`src/hw/tcin_defs.svh`:
```
// Constants of the two-channel thermocouple input parameter block.
// Assumes inclusion by the design files; definitions only.
`ifndef TCIN_DEFS_SVH
`define TCIN_DEFS_SVH

// ----------------------------------------------------------------
// Parameter byte indices, in table order
// ----------------------------------------------------------------
`define TCIN_IDX_DIAG 3'h0
`define TCIN_IDX_WBRK 3'h1
`define TCIN_IDX_UNIT 3'h2
`define TCIN_IDX_SUPP 3'h3
`define TCIN_IDX_FN0 3'h4
`define TCIN_IDX_FN1 3'h5

// ----------------------------------------------------------------
// Record sets, fieldbus indices and subindices
// ----------------------------------------------------------------
`define TCIN_REC_SYS 8'h00
`define TCIN_REC_CFG 8'h01
`define TCIN_REC_FN0 8'h80
`define TCIN_REC_FN1 8'h81
`define TCIN_IX_BASE 16'h3100
`define TCIN_IX_LAST 16'h3105
`define TCIN_SX_FIRST 8'h01
`define TCIN_SX_LAST 8'h06

// ----------------------------------------------------------------
// Field values and reset values
// ----------------------------------------------------------------
`define TCIN_DIAG_ON 8'h40
`define TCIN_DIAG_BIT 6
`define TCIN_DIAG_RST 8'h00
`define TCIN_WBRK_RST 8'h00
`define TCIN_UNIT_RST 8'h00
`define TCIN_SUPP_RST 8'h02
`define TCIN_FN_RST 8'hC1
`define TCIN_SUPP_60 2'h1
`define TCIN_SUPP_50 2'h2

// ----------------------------------------------------------------
// Function numbers
// ----------------------------------------------------------------
// HI scales 80mV to 27648 digits, LO scales it to 16384 digits
`define TCIN_FN_MV_HI 8'h11
`define TCIN_FN_MV_LO 8'h21
`define TCIN_FN_J_EXT 8'hB0
`define TCIN_FN_K_EXT 8'hB1
`define TCIN_FN_J_INT 8'hC0
`define TCIN_FN_K_INT 8'hC1
`define TCIN_FN_OFF 8'hFF

// ----------------------------------------------------------------
// Scaling coefficients (Q16) and limits, as 16-bit two's complement
// ----------------------------------------------------------------
`define TCIN_K_MVHI 18'h0_5879
`define TCIN_K_MVLO 18'h0_346E
`define TCIN_K_F 18'h1_CCCD
`define TCIN_F_OFS 18'h0_0140
`define TCIN_K_OFS 18'h0_0AAC
`define TCIN_MVHI_OVR 16'h7EFF
`define TCIN_MVHI_UND 16'h8100
`define TCIN_MVLO_OVR 16'h5000
`define TCIN_MVLO_UND 16'hB000
`define TCIN_J_OVR 16'h38A4
`define TCIN_J_UND 16'hF7CC
`define TCIN_K_OVR 16'h3F5C
`define TCIN_K_UND 16'hF574
`define TCIN_VAL_MAX 16'h7FFF
`define TCIN_VAL_MIN 16'h8000

`endif

```
`src/hw/tcin_pkg.sv`:
```
// Types shared by the thermocouple input parameter block.
// Assumes the constants header sits beside it.
package tcin_pkg;
  // Addressing scheme used by the bus coupler
  typedef enum logic [1:0] {
    TCIN_ACC_RECORD = 2'b00,
    TCIN_ACC_INDEX = 2'b01,
    TCIN_ACC_SUBIDX = 2'b10
  } tcin_acc_mode_t;

  // Temperature unit field
  typedef enum logic [1:0] {
    TCIN_UNIT_C = 2'b00,
    TCIN_UNIT_F = 2'b01,
    TCIN_UNIT_K = 2'b10
  } tcin_unit_t;
endpackage : tcin_pkg

```
`src/hw/tcin_scale.sv`:
```
// Value encoder for one channel: range decode, scaling and limiting.
// Assumes raw inputs are already linearised; purely combinational.
`timescale 1ns/10ps
`default_nettype none
`include "tcin_defs.svh"
module tcin_scale
  import tcin_pkg::*;
(
  // Configuration
  input wire logic [7:0] range_code_i,
  input wire logic [1:0] unit_i,
  // Raw measurement
  input wire logic signed [17:0] raw_uv_i,
  input wire logic signed [15:0] raw_dc_i,
  // Encoded result
  output logic [15:0] value_o,
  output logic over_o,
  output logic under_o,
  output logic off_o,
  output logic bad_code_o
);
  logic signed [35:0] prod_v;
  logic signed [19:0] dig_v;
  logic signed [35:0] prod_f;
  logic signed [17:0] temp_x;
  logic signed [15:0] ovr_lim;
  logic signed [15:0] und_lim;
  logic is_mv;
  logic is_tc;
  logic signed [17:0] k_sel;

  // ----------------------------------------------------------------
  // Range decode
  // ----------------------------------------------------------------
  always_comb begin
    is_mv = 1'b0;
    is_tc = 1'b0;
    off_o = 1'b0;
    bad_code_o = 1'b0;
    k_sel = `TCIN_K_MVHI;
    ovr_lim = `TCIN_MVHI_OVR;
    und_lim = `TCIN_MVHI_UND;
    case (range_code_i)
      `TCIN_FN_MV_HI: begin
        is_mv = 1'b1;
      end
      `TCIN_FN_MV_LO: begin
        is_mv = 1'b1;
        k_sel = `TCIN_K_MVLO;
        ovr_lim = `TCIN_MVLO_OVR;
        und_lim = `TCIN_MVLO_UND;
      end
      `TCIN_FN_J_EXT, `TCIN_FN_J_INT: begin
        is_tc = 1'b1;
        ovr_lim = `TCIN_J_OVR;
        und_lim = `TCIN_J_UND;
      end
      `TCIN_FN_K_EXT, `TCIN_FN_K_INT: begin
        is_tc = 1'b1;
        ovr_lim = `TCIN_K_OVR;
        und_lim = `TCIN_K_UND;
      end
      `TCIN_FN_OFF: off_o = 1'b1;
      default: bad_code_o = 1'b1;
    endcase
  end

  // Q16 fixed point keeps the scaler to one multiplier per path
  assign prod_v = raw_uv_i * k_sel;
  assign dig_v = prod_v[35:16];
  assign prod_f = 36'(raw_dc_i) * `TCIN_K_F;

  // ----------------------------------------------------------------
  // Unit conversion and limiting
  // ----------------------------------------------------------------
  always_comb begin
    temp_x = 18'(raw_dc_i);
    if (unit_i == TCIN_UNIT_F) begin
      temp_x = prod_f[33:16] + `TCIN_F_OFS;
    end else if (unit_i == TCIN_UNIT_K) begin
      temp_x = 18'(raw_dc_i) + `TCIN_K_OFS;
    end
    value_o = 16'h0000;
    over_o = 1'b0;
    under_o = 1'b0;
    if (is_mv) begin
      if (dig_v > 20'(ovr_lim)) begin
        over_o = 1'b1;
        value_o = `TCIN_VAL_MAX;
      end else if (dig_v < 20'(und_lim)) begin
        under_o = 1'b1;
        value_o = `TCIN_VAL_MIN;
      end else begin
        value_o = dig_v[15:0];
      end
    end else if (is_tc) begin
      // Limits are judged in Celsius, before unit conversion
      if (raw_dc_i > ovr_lim) begin
        over_o = 1'b1;
        value_o = `TCIN_VAL_MAX;
      end else if (raw_dc_i < und_lim) begin
        under_o = 1'b1;
        value_o = `TCIN_VAL_MIN;
      end else begin
        value_o = temp_x[15:0];
      end
    end
  end
endmodule : tcin_scale
`default_nettype wire

```
`src/hw/tcin_param.sv`:
```
// Parameter store and channel result registers of the thermocouple input.
// Assumes a bus coupler on the same clock issuing one access per request.
`timescale 1ns/10ps
`default_nettype none
`include "tcin_defs.svh"
module tcin_param
  import tcin_pkg::*;
(
  // Clock and reset
  input wire logic core_clk_i,
  input wire logic arst_n_i,
  // Parameter access from the bus coupler
  input wire logic acc_req_i,
  input wire logic acc_wr_i,
  input wire logic [1:0] acc_mode_i,
  input wire logic [15:0] acc_index_i,
  input wire logic [7:0] acc_sub_i,
  input wire logic [7:0] acc_wdata_i,
  input wire logic [7:0] slot_i,
  input wire logic sys_stopped_i,
  output logic acc_ack_o,
  output logic acc_err_o,
  output logic [7:0] acc_rdata_o,
  // Front-end measurement
  input wire logic [1:0] ch_sample_i,
  input wire logic [1:0][17:0] ch_raw_uv_i,
  input wire logic [1:0][15:0] ch_raw_dc_i,
  input wire logic [1:0] ch_open_i,
  // Configuration towards the front end
  output logic diag_irq_enable_o,
  output logic [1:0] wire_break_enable_o,
  output logic [1:0] temperature_unit_o,
  output logic supp_60hz_o,
  output logic [1:0] ch_enable_o,
  output logic param_err_o,
  // Encoded results
  output logic [1:0][15:0] ch_value_o,
  output logic [1:0] ch_over_o,
  output logic [1:0] ch_under_o,
  output logic [1:0] ch_wire_break_o
);
  // ----------------------------------------------------------------
  // Parameter bytes and access decode
  // ----------------------------------------------------------------
  logic diag_r, diag_nxt;
  logic [1:0] wbrk_r, wbrk_nxt;
  logic [1:0] unit_r, unit_nxt;
  logic [1:0] supp_r, supp_nxt;
  logic [1:0][7:0] fn_r, fn_nxt;
  logic ack_r, ack_nxt;
  logic err_r, err_nxt;
  logic [7:0] rdata_r, rdata_nxt;
  logic hit;
  logic [2:0] idx;
  logic refuse;
  logic [1:0] ch_off;
  logic [1:0] ch_bad;

  // Resolve the three addressing schemes to one byte index
  always_comb begin
    hit = 1'b0;
    idx = `TCIN_IDX_DIAG;
    case (acc_mode_i)
      TCIN_ACC_RECORD: begin
        if (acc_index_i == 16'(`TCIN_REC_SYS) && acc_sub_i < 8'h02) begin
          hit = 1'b1;
          idx = (acc_sub_i == 8'h00) ? `TCIN_IDX_DIAG : `TCIN_IDX_WBRK;
        end else if (acc_index_i == 16'(`TCIN_REC_CFG) && acc_sub_i < 8'h02) begin
          hit = 1'b1;
          idx = (acc_sub_i == 8'h00) ? `TCIN_IDX_UNIT : `TCIN_IDX_SUPP;
        end else if (acc_index_i == 16'(`TCIN_REC_FN0) && acc_sub_i == 8'h00) begin
          hit = 1'b1;
          idx = `TCIN_IDX_FN0;
        end else if (acc_index_i == 16'(`TCIN_REC_FN1) && acc_sub_i == 8'h00) begin
          hit = 1'b1;
          idx = `TCIN_IDX_FN1;
        end
      end
      TCIN_ACC_INDEX: begin
        if (acc_index_i >= `TCIN_IX_BASE && acc_index_i <= `TCIN_IX_LAST) begin
          hit = 1'b1;
          idx = 3'(acc_index_i - `TCIN_IX_BASE);
        end
      end
      TCIN_ACC_SUBIDX: begin
        if (acc_index_i == `TCIN_IX_BASE + 16'(slot_i)
            && acc_sub_i >= `TCIN_SX_FIRST && acc_sub_i <= `TCIN_SX_LAST) begin
          hit = 1'b1;
          idx = 3'(acc_sub_i - `TCIN_SX_FIRST);
        end
      end
      default: hit = 1'b0;
    endcase
  end

  // Writes to the stop-only record are refused in run state
  assign refuse = acc_wr_i && !sys_stopped_i
    && (idx == `TCIN_IDX_DIAG || idx == `TCIN_IDX_WBRK);

  // Next values of the parameter bytes and the access answer
  always_comb begin
    diag_nxt = diag_r;
    wbrk_nxt = wbrk_r;
    unit_nxt = unit_r;
    supp_nxt = supp_r;
    fn_nxt = fn_r;
    ack_nxt = 1'b0;
    err_nxt = 1'b0;
    rdata_nxt = rdata_r;
    if (acc_req_i) begin
      ack_nxt = 1'b1;
      if (!hit || refuse) begin
        err_nxt = 1'b1;
        rdata_nxt = 8'h00;
      end else if (acc_wr_i) begin
        // Reserved bits are dropped on the way in, except for diag, which any byte but 8'h40 clears
        case (idx)
          `TCIN_IDX_DIAG: diag_nxt = (acc_wdata_i == `TCIN_DIAG_ON);
          `TCIN_IDX_WBRK: wbrk_nxt = acc_wdata_i[1:0];
          `TCIN_IDX_UNIT: unit_nxt = acc_wdata_i[1:0];
          `TCIN_IDX_SUPP: supp_nxt = acc_wdata_i[1:0];
          `TCIN_IDX_FN0: fn_nxt[0] = acc_wdata_i;
          `TCIN_IDX_FN1: fn_nxt[1] = acc_wdata_i;
          default: err_nxt = 1'b1;
        endcase
      end else begin
        case (idx)
          `TCIN_IDX_DIAG: rdata_nxt = {1'b0, diag_r, 6'h00};
          `TCIN_IDX_WBRK: rdata_nxt = {6'h00, wbrk_r};
          `TCIN_IDX_UNIT: rdata_nxt = {6'h00, unit_r};
          `TCIN_IDX_SUPP: rdata_nxt = {6'h00, supp_r};
          `TCIN_IDX_FN0: rdata_nxt = fn_r[0];
          `TCIN_IDX_FN1: rdata_nxt = fn_r[1];
          default: err_nxt = 1'b1;
        endcase
      end
    end
  end

  // Parameter registers
  always_ff @(posedge core_clk_i or negedge arst_n_i) begin
    if (!arst_n_i) begin
      diag_r <= `TCIN_DIAG_RST == `TCIN_DIAG_ON;
      // Reset bytes are eight bits wide; only the live field bits are kept
      wbrk_r <= 2'(`TCIN_WBRK_RST);
      unit_r <= 2'(`TCIN_UNIT_RST);
      supp_r <= 2'(`TCIN_SUPP_RST);
      fn_r <= {`TCIN_FN_RST, `TCIN_FN_RST};
      ack_r <= 1'b0;
      err_r <= 1'b0;
      rdata_r <= 8'h00;
    end else begin
      diag_r <= diag_nxt;
      wbrk_r <= wbrk_nxt;
      unit_r <= unit_nxt;
      supp_r <= supp_nxt;
      fn_r <= fn_nxt;
      ack_r <= ack_nxt;
      err_r <= err_nxt;
      rdata_r <= rdata_nxt;
    end
  end

  assign acc_ack_o = ack_r;
  assign acc_err_o = err_r;
  assign acc_rdata_o = rdata_r;
  assign diag_irq_enable_o = diag_r;
  assign wire_break_enable_o = wbrk_r;
  assign temperature_unit_o = unit_r;
  // Only 01 picks 60Hz; the undefined codes fall back to 50Hz
  assign supp_60hz_o = (supp_r == `TCIN_SUPP_60);
  assign ch_enable_o = ~ch_off;
  assign param_err_o = (|ch_bad) || (unit_r == 2'b11)
    || (supp_r != `TCIN_SUPP_60 && supp_r != `TCIN_SUPP_50);

  // ----------------------------------------------------------------
  // Per-channel encoding and result registers
  // ----------------------------------------------------------------
  for (genvar c = 0; c < 2; c++) begin : g_ch
    logic [15:0] enc_val;
    logic enc_over, enc_under;
    logic [15:0] val_r, val_nxt;
    logic over_r, over_nxt;
    logic under_r, under_nxt;
    logic wb_r, wb_nxt;

    tcin_scale u_scale (
      .range_code_i(fn_r[c]),
      .unit_i(unit_r),
      .raw_uv_i(ch_raw_uv_i[c]),
      .raw_dc_i(ch_raw_dc_i[c]),
      .value_o(enc_val),
      .over_o(enc_over),
      .under_o(enc_under),
      .off_o(ch_off[c]),
      .bad_code_o(ch_bad[c])
    );

    // A switched-off channel clears its result at the next clock edge, without waiting for a sample
    always_comb begin
      val_nxt = val_r;
      over_nxt = over_r;
      under_nxt = under_r;
      wb_nxt = wbrk_r[c] && ch_open_i[c];
      if (ch_off[c]) begin
        val_nxt = 16'h0000;
        over_nxt = 1'b0;
        under_nxt = 1'b0;
        wb_nxt = 1'b0;
      end else if (ch_sample_i[c]) begin
        val_nxt = enc_val;
        over_nxt = enc_over;
        under_nxt = enc_under;
      end
    end

    always_ff @(posedge core_clk_i or negedge arst_n_i) begin
      if (!arst_n_i) begin
        val_r <= 16'h0000;
        over_r <= 1'b0;
        under_r <= 1'b0;
        wb_r <= 1'b0;
      end else begin
        val_r <= val_nxt;
        over_r <= over_nxt;
        under_r <= under_nxt;
        wb_r <= wb_nxt;
      end
    end

    assign ch_value_o[c] = val_r;
    assign ch_over_o[c] = over_r;
    assign ch_under_o[c] = under_r;
    assign ch_wire_break_o[c] = wb_r;
  end
endmodule : tcin_param
`default_nettype wire

```
`config.mk`:
```
export PLATFORM = sky130hd
export DESIGN_NAME = tcin_param
export DESIGN_NICKNAME = d
export VERILOG_FILES = /design/src/hw/tcin_pkg.sv /design/src/hw/tcin_scale.sv /design/src/hw/tcin_param.sv
export VERILOG_INCLUDE_DIRS = /design/src /design/src/hw
export SDC_FILE = /design/constraint.sdc
export NUM_CORES = 2
export LEC_CHECK = 0
export BUFFER_PORTS_ARGS = -buffer_cell sky130_fd_sc_hd__buf_4
export CAP_MARGIN = 5
export CELL_PAD_IN_SITES_DETAIL_PLACEMENT = 0
export CELL_PAD_IN_SITES_GLOBAL_PLACEMENT = 1
export CORE_ASPECT_RATIO = 0.9
export CORE_MARGIN = 5
export CORE_UTILIZATION = 30
export CTS_CLUSTER_DIAMETER = 200
export DETAILED_ROUTE_END_ITERATION = 10
export PLACE_DENSITY_LB_ADDON = 0.15
export SETUP_SLACK_MARGIN = 0.5
export SKIP_CTS_REPAIR_TIMING = 1
export SLEW_MARGIN = 0
export SYNTH_ARGS = -nofsm -noshare
export SYNTH_HDL_FRONTEND = slang
export SYNTH_SLANG_ARGS = --single-unit
```
`constraint.sdc`:
```
create_clock -name core_clk_i -period 8.3 [get_ports core_clk_i]
set_input_delay 0.83 -clock core_clk_i [delete_from_list [all_inputs] [get_ports core_clk_i]]
set_output_delay 0.83 -clock core_clk_i [all_outputs]
set_load 0.1 [all_outputs]
```
Word level (Yosys, flattened, before mapping)
Index checks and enable logic that the tools add are counted.
Storage, ports and cells
  flip-flop bits (word level): 71
  bits in latches: 0
  bits in writable memories: 0
  memory bits (read-only): 0
  output and inout port bits: 57
  memories: 0
Operators by class
  add/subtract/negate cells: 7
  multiply operators: 4
  div/mod/pow operators: 0
  order comparisons: 13
  equality and inequality tests: 33
  shift operators: 0
  multiplexer cells: 87
  bitwise operators: 2
  reductions and logical operators: 44
Operators with widths (number)
  $mux W16: 20
  $pmux W15 S3: 4
  $eq A8 B8 Y1 const B: 10
  $mul A18 B16 Y34: 2
  $mul A16 B18 Y32 const B: 2
  $mux W1: 50
  $pmux W8 S6: 1
  $gt A20 B16 Y1: 2
  $lt A20 B16 Y1: 2
  $add A16 B13 Y16 const B: 2
  $add A16 B9 Y16 const B: 2
  $eq A16 B8 Y1 const B: 2
  $gt A16 B16 Y1: 2
  $lt A16 B16 Y1: 2
  $mux W15: 2
  $reduce_and A4 Y1: 6
  $mux W3: 6
  $eq A16 B1 Y1 const B: 1
  $eq A16 B15 Y1: 1
  $eq A8 B5 Y1 const B: 2
  $eq A8 B6 Y1 const B: 2
  $ge A16 B14 Y1 const B: 1
  $le A16 B14 Y1 const B: 1
  $logic_not A16 Y1: 1
  other kinds (31): 64

Depth between registers and ports, before layout
  depth after elaboration: 13
  gate-level depth with buffers: 41

Hierarchy
Synthesis repeated with hierarchy kept, for this count alone.
Second synthesis, totals
  cell total of the unflattened synthesis: 3348
  area total of the unflattened synthesis: 31345.1 sq um
By module, submodules not included
  tcin_scale at g_ch[0].u_scale: times used 1, cells an instance 1555, area an instance 13954.6 sq um, seq. area each 0.0 sq um
  tcin_scale at g_ch[1].u_scale: times used 1, cells an instance 1480, area an instance 13734.4 sq um, seq. area each 0.0 sq um
  tcin_param: times used 1, cells an instance 313, area an instance 3656.0 sq um, seq. area each 1785.5 sq um

Least setup slack after synthesis
OpenSTA, ideal clock, no wires.
  path kind: register to register
  from: register fn_r[9] (netlist name)
  to: register g_ch[1].val_r[12]
  arrival time: 8.886 ns
  required time: 8.177 ns
  path slack: -0.709 ns
  cell stages (with the launch flop): 41
  period minus slack after synthesis: 9.009 ns
  path through: dfrtp_1 > nor3_1 > nand3_1 > or3b_1 > clkbuf_1 > inv_2 > clkbuf_1 > clkbuf_1 > nand2_1 > fa_1 > fa_1 > inv_1 > ha_1 > inv_1 > fa_1 > inv_1 > fa_1 > inv_1 > [5 not listed] > o21ai_1 > a31oi_1 > nor2b_1 > o21a_1 > o21a_1 > nor2_1 > xnor2_1 > ha_1 > a21o_1 > a21o_1 > a21oi_1 > o21ai_0 > nand3_1 > a21oi_1 > a221oi_1 > o221ai_2 > or2_2 > a32o_1
On the way
  word-level cells in the longest chain between the ends: 10
  elaborated cells on any way between the ends: 31
Ends and longest elaborated chain
  start: declaration: RTL line tcin_param.sv:49  | logic [1:0][7:0] fn_r, fn_nxt;
  start signal: assignment: RTL line tcin_param.sv:148  | fn_r <= {`TCIN_FN_RST, `TCIN_FN_RST};
  start signal: assignment: RTL line tcin_param.sv:157  | fn_r <= fn_nxt;
  branches (longest 10 deep; another with $mul A18 B16 Y34)
  end signal: assignment: RTL line tcin_param.sv:224  | val_r <= val_nxt;
  end: declaration: RTL line tcin_param.sv:182  | logic [15:0] val_r, val_nxt;
Several ways; the timed one is not identified. The select of a mux whose other input is x is not followed.
A chain may end at the register's enable or synchronous reset.

Worst setup path in the final report
  from: register fn_r[2] (netlist name)
  to: register g_ch[0].val_r[11]
On the way
  word-level cells in the longest chain between the ends: 10
  elaborated cells on any way between the ends: 31
Ends and longest elaborated chain (RTL line)
  branches (longest 10 deep; another with $mul A18 B16 Y34)
  end signal: assignment: tcin_param.sv:224
  end: declaration: tcin_param.sv:182
Several ways; the timed one is not identified. The select of a mux whose other input is x is not followed.

==> summary.txt <==
Worst setup path
  – Crit path arrival time: 8.72 ns
  – Req. time, crit path: 8.54 ns
  – R2R cell count: 39
  – Worst path top cell family by delay: adder cells
  – Worst Path Buf+Inv: 9
  – Worst Setup Start Kind: flop
  – WP depth: 39
  – Setup crit end kind: flop
  – Max incr delay on CP: 0.55 ns
  – Crit path kind: flop to flop
  – Crit Path Max Fanout: 8
  – Slowest cell on crit path: fa_1

STA
  – Worst Skew: 0.0263 ns
  – Fmax: 0.118 GHz
  – Final Worst Setup Slack: -0.183 ns
  – Slew Limit Fails: 0
  – Final period util: 102%
  – Final hold vios: 0
  – RSZ-0062 raised after global routing: true
  – Minimum clock period: 8.48 ns
  – Slew @ Worst Pin: 1.23 ns
  – Setup violators final: 17
  – Relative slew slack: 17.8%

Floorplan
  – Die Ht: 314 µm
  – IO Pins: 176
  – Die X: 348 µm
  – Cell row count: 111
  – CORE AREA: 102000 µm²
  – Die area: 109000 µm²
  – Starting Density: 30.2%

Detailed routing
  – Wire per inst: 19.4 µm
  – Final ANT Viol Nets: 0
  – Drt first pass iters: 5
  – Vias per cell: 4.69
  – Remaining DRCs: 0
  – Initial DRC count: 1309
  – Total number of vias: 24400
  – WL final: 101000 µm

Placed design
  – IO buf count: 175
  – Final HPWL DP: 89500 µm
  – Placer congestion estimate: 0.838

Logic synthesis
  – Ys Warns: 0
  – Cell variety after synth: 111
  – Predominant post-synthesis flop cell: dfrtp_1
  – Yosys reg bits: 71
  – Async S/R FF share, synth: 100%
  – Avg Synthesized Cell Area: 9.24 µm²
  – Number of flops mapped to enable cells by yosys: 0
  – Syn Inst Count: 3328
  – Register area share after synthesis: 5.80%
  – Mapped Area: 30800 µm²

Finish
  – Commonest non-fill, non-tap cell in the layout: inv_1
  – Synth-to-Final Area Change: 22.3%
  – Register area: 1790 µm²
  – Ratio of cells with drive above 1 in the final layout: 20.2%
  – Area of the multi-input gates: 26900 µm²
  – Fillers: 10600
  – Final design utilization: 37.0%
  – Fin nets: 5030
  – Most frequent cells in the layout: 695 x inv_1, 542 x ha_1, 524 x buf_4

Clock tree
  – Worst-path clk slew: 0.08 ns
  – Clock Tree Buf Depth: 2
  – CTS sink count: 71
  – TritonCTS clock tree: done
  – CTS buffer count: 9
  – CTS Root Cell: clkbuf_16
  – # H-tree levels: 3
  – Worst-Skew Late Latency: 0.39 ns

Status
  – Status: finished, violations left
  – Failing checks: setup timing

Global routing
  – Number of global-route vias before repair: 25400
  – Initial antenna violation count: 3
  – Grt ovf: 0
  – Largest net degree at the start of global routing: 56
  – Total Routing Usage GR: 18.6%
  – First-pass GRT wire length: 156000 µm

Run
  – Max-Cap Viols: 0

Worst hold path
  – Hold WC Path Type: input port to asynchronous set/reset pin
area by class of cell:
cell class              count  area share, %
multi-input cells        2511           71.5
repair buffers            543           11.2
inverters                 711           7.19
flip-flops and latches     71           4.75
well taps                1356           4.51
clock buffers              12          0.682
clock inverters             4          0.143
repair inverters            1         0.0233
diodes                      2         0.0133
layer usage:
metal / up-vias / wire, µm / track usage [%] / part of all wire, %
li1: 12000 / - / - / -
met1: 12100 / 53400 / 29.4 / 53
met2: 348 / 43000 / 27.5 / 42
met3: 34 / 4230 / 2.87 / 4.2
met4: 0 / 706 / 1.47 / 0.70
met5: - / 0 / 0 / 0
worst paths after layout:
path                                 from                     to  slack [ns]
max                               fn_r[2]      g_ch[0].val_r[11]       -0.18
min                              arst_n_i           g_ch[1].wb_r        0.32
max reg2reg                       fn_r[2]      g_ch[0].val_r[11]       -0.18
min reg2reg                acc_rdata_o[6]         acc_rdata_o[6]        0.48
max in group asynchronous        arst_n_i  temperature_unit_o[1]        6.78
min in group core_clk_i    acc_rdata_o[6]         acc_rdata_o[6]        0.48
Yosys cell counts (all sizes together) (19+ instances only):
master / number / area, µm²
a21o: 71 / 533
a21oi: 156 / 781
a31oi: 22 / 153
and2: 29 / 181
buf: 19 / 109
clkbuf: 52 / 196
dfrtp: 64 / 1600
fa: 508 / 10200
ha: 555 / 6940
inv: 710 / 2670
mux2: 25 / 289
nand2: 224 / 843
nand2b: 19 / 126
nand3: 49 / 250
nand4: 38 / 238
nor2: 115 / 458
nor2b: 21 / 131
nor3: 42 / 215
o21a: 35 / 263
o21ai: 128 / 671
xnor2: 115 / 1010
xor2: 41 / 359
worst reg2reg max path: cells and delay by family (launching register included):
kind                       cells  cell delay (ns)
AOI/OAI and AO/OA             14             2.18
xor gates and xnor gates       1             0.30
adders and majority gates      8             3.21
buffers and inverters          9             1.13
DFF                            1             0.41
and+or+nand+nor                7             1.11
cell families (layout without fill, tap and decap cells):
| kind of cell | after synthesis | count (layout) | share of synthesized area [%] |
|---|---|---|---|
| xor+xnor | 156 | 156 | 4.47 |
| fa+ha+maj | 1065 | 1065 | 55.7 |
| simple gates | 623 | 623 | 10.1 |
| compound gates | 590 | 590 | 12.9 |
| other cells | 2 | 40 | 0.0244 |
| flops | 71 | 71 | 5.80 |
| mux | 39 | 39 | 1.40 |
| buf+inv | 782 | 1271 | 9.67 |
registers in the layout (all words and copies together) (netlist names):
register	flops
diag_irq_enable_o	1
g_ch.val_r	32
acc_rdata_o	8
acc_ack_o	1
acc_err_o	1
supp_r	2
g_ch.wb_r	2
g_ch.over_r	2
fn_r	16
wire_break_enable_o	2
g_ch.under_r	2
temperature_unit_o	2
metrics by stage:
stage	setup TNS (ns)	area, µm²	instances	setup slack (ns)	hold slack (ns)
after floorplan	0	31400	3364	0.0735	0.467
after global placement	-7.11	36400	5155	-0.348	0.470
after detailed placement	-9.22	36400	5155	-0.426	0.472
after CTS	-11.27	36700	5171	-0.491	0.320
after global routing	-13.33	37600	5209	-0.538	0.329
final	-1.98	37600	5211	-0.183	0.323
Power is left out: the tool's default activity adds up to more than one toggle a clock period on the data nets, which glitch-free logic cannot reach.
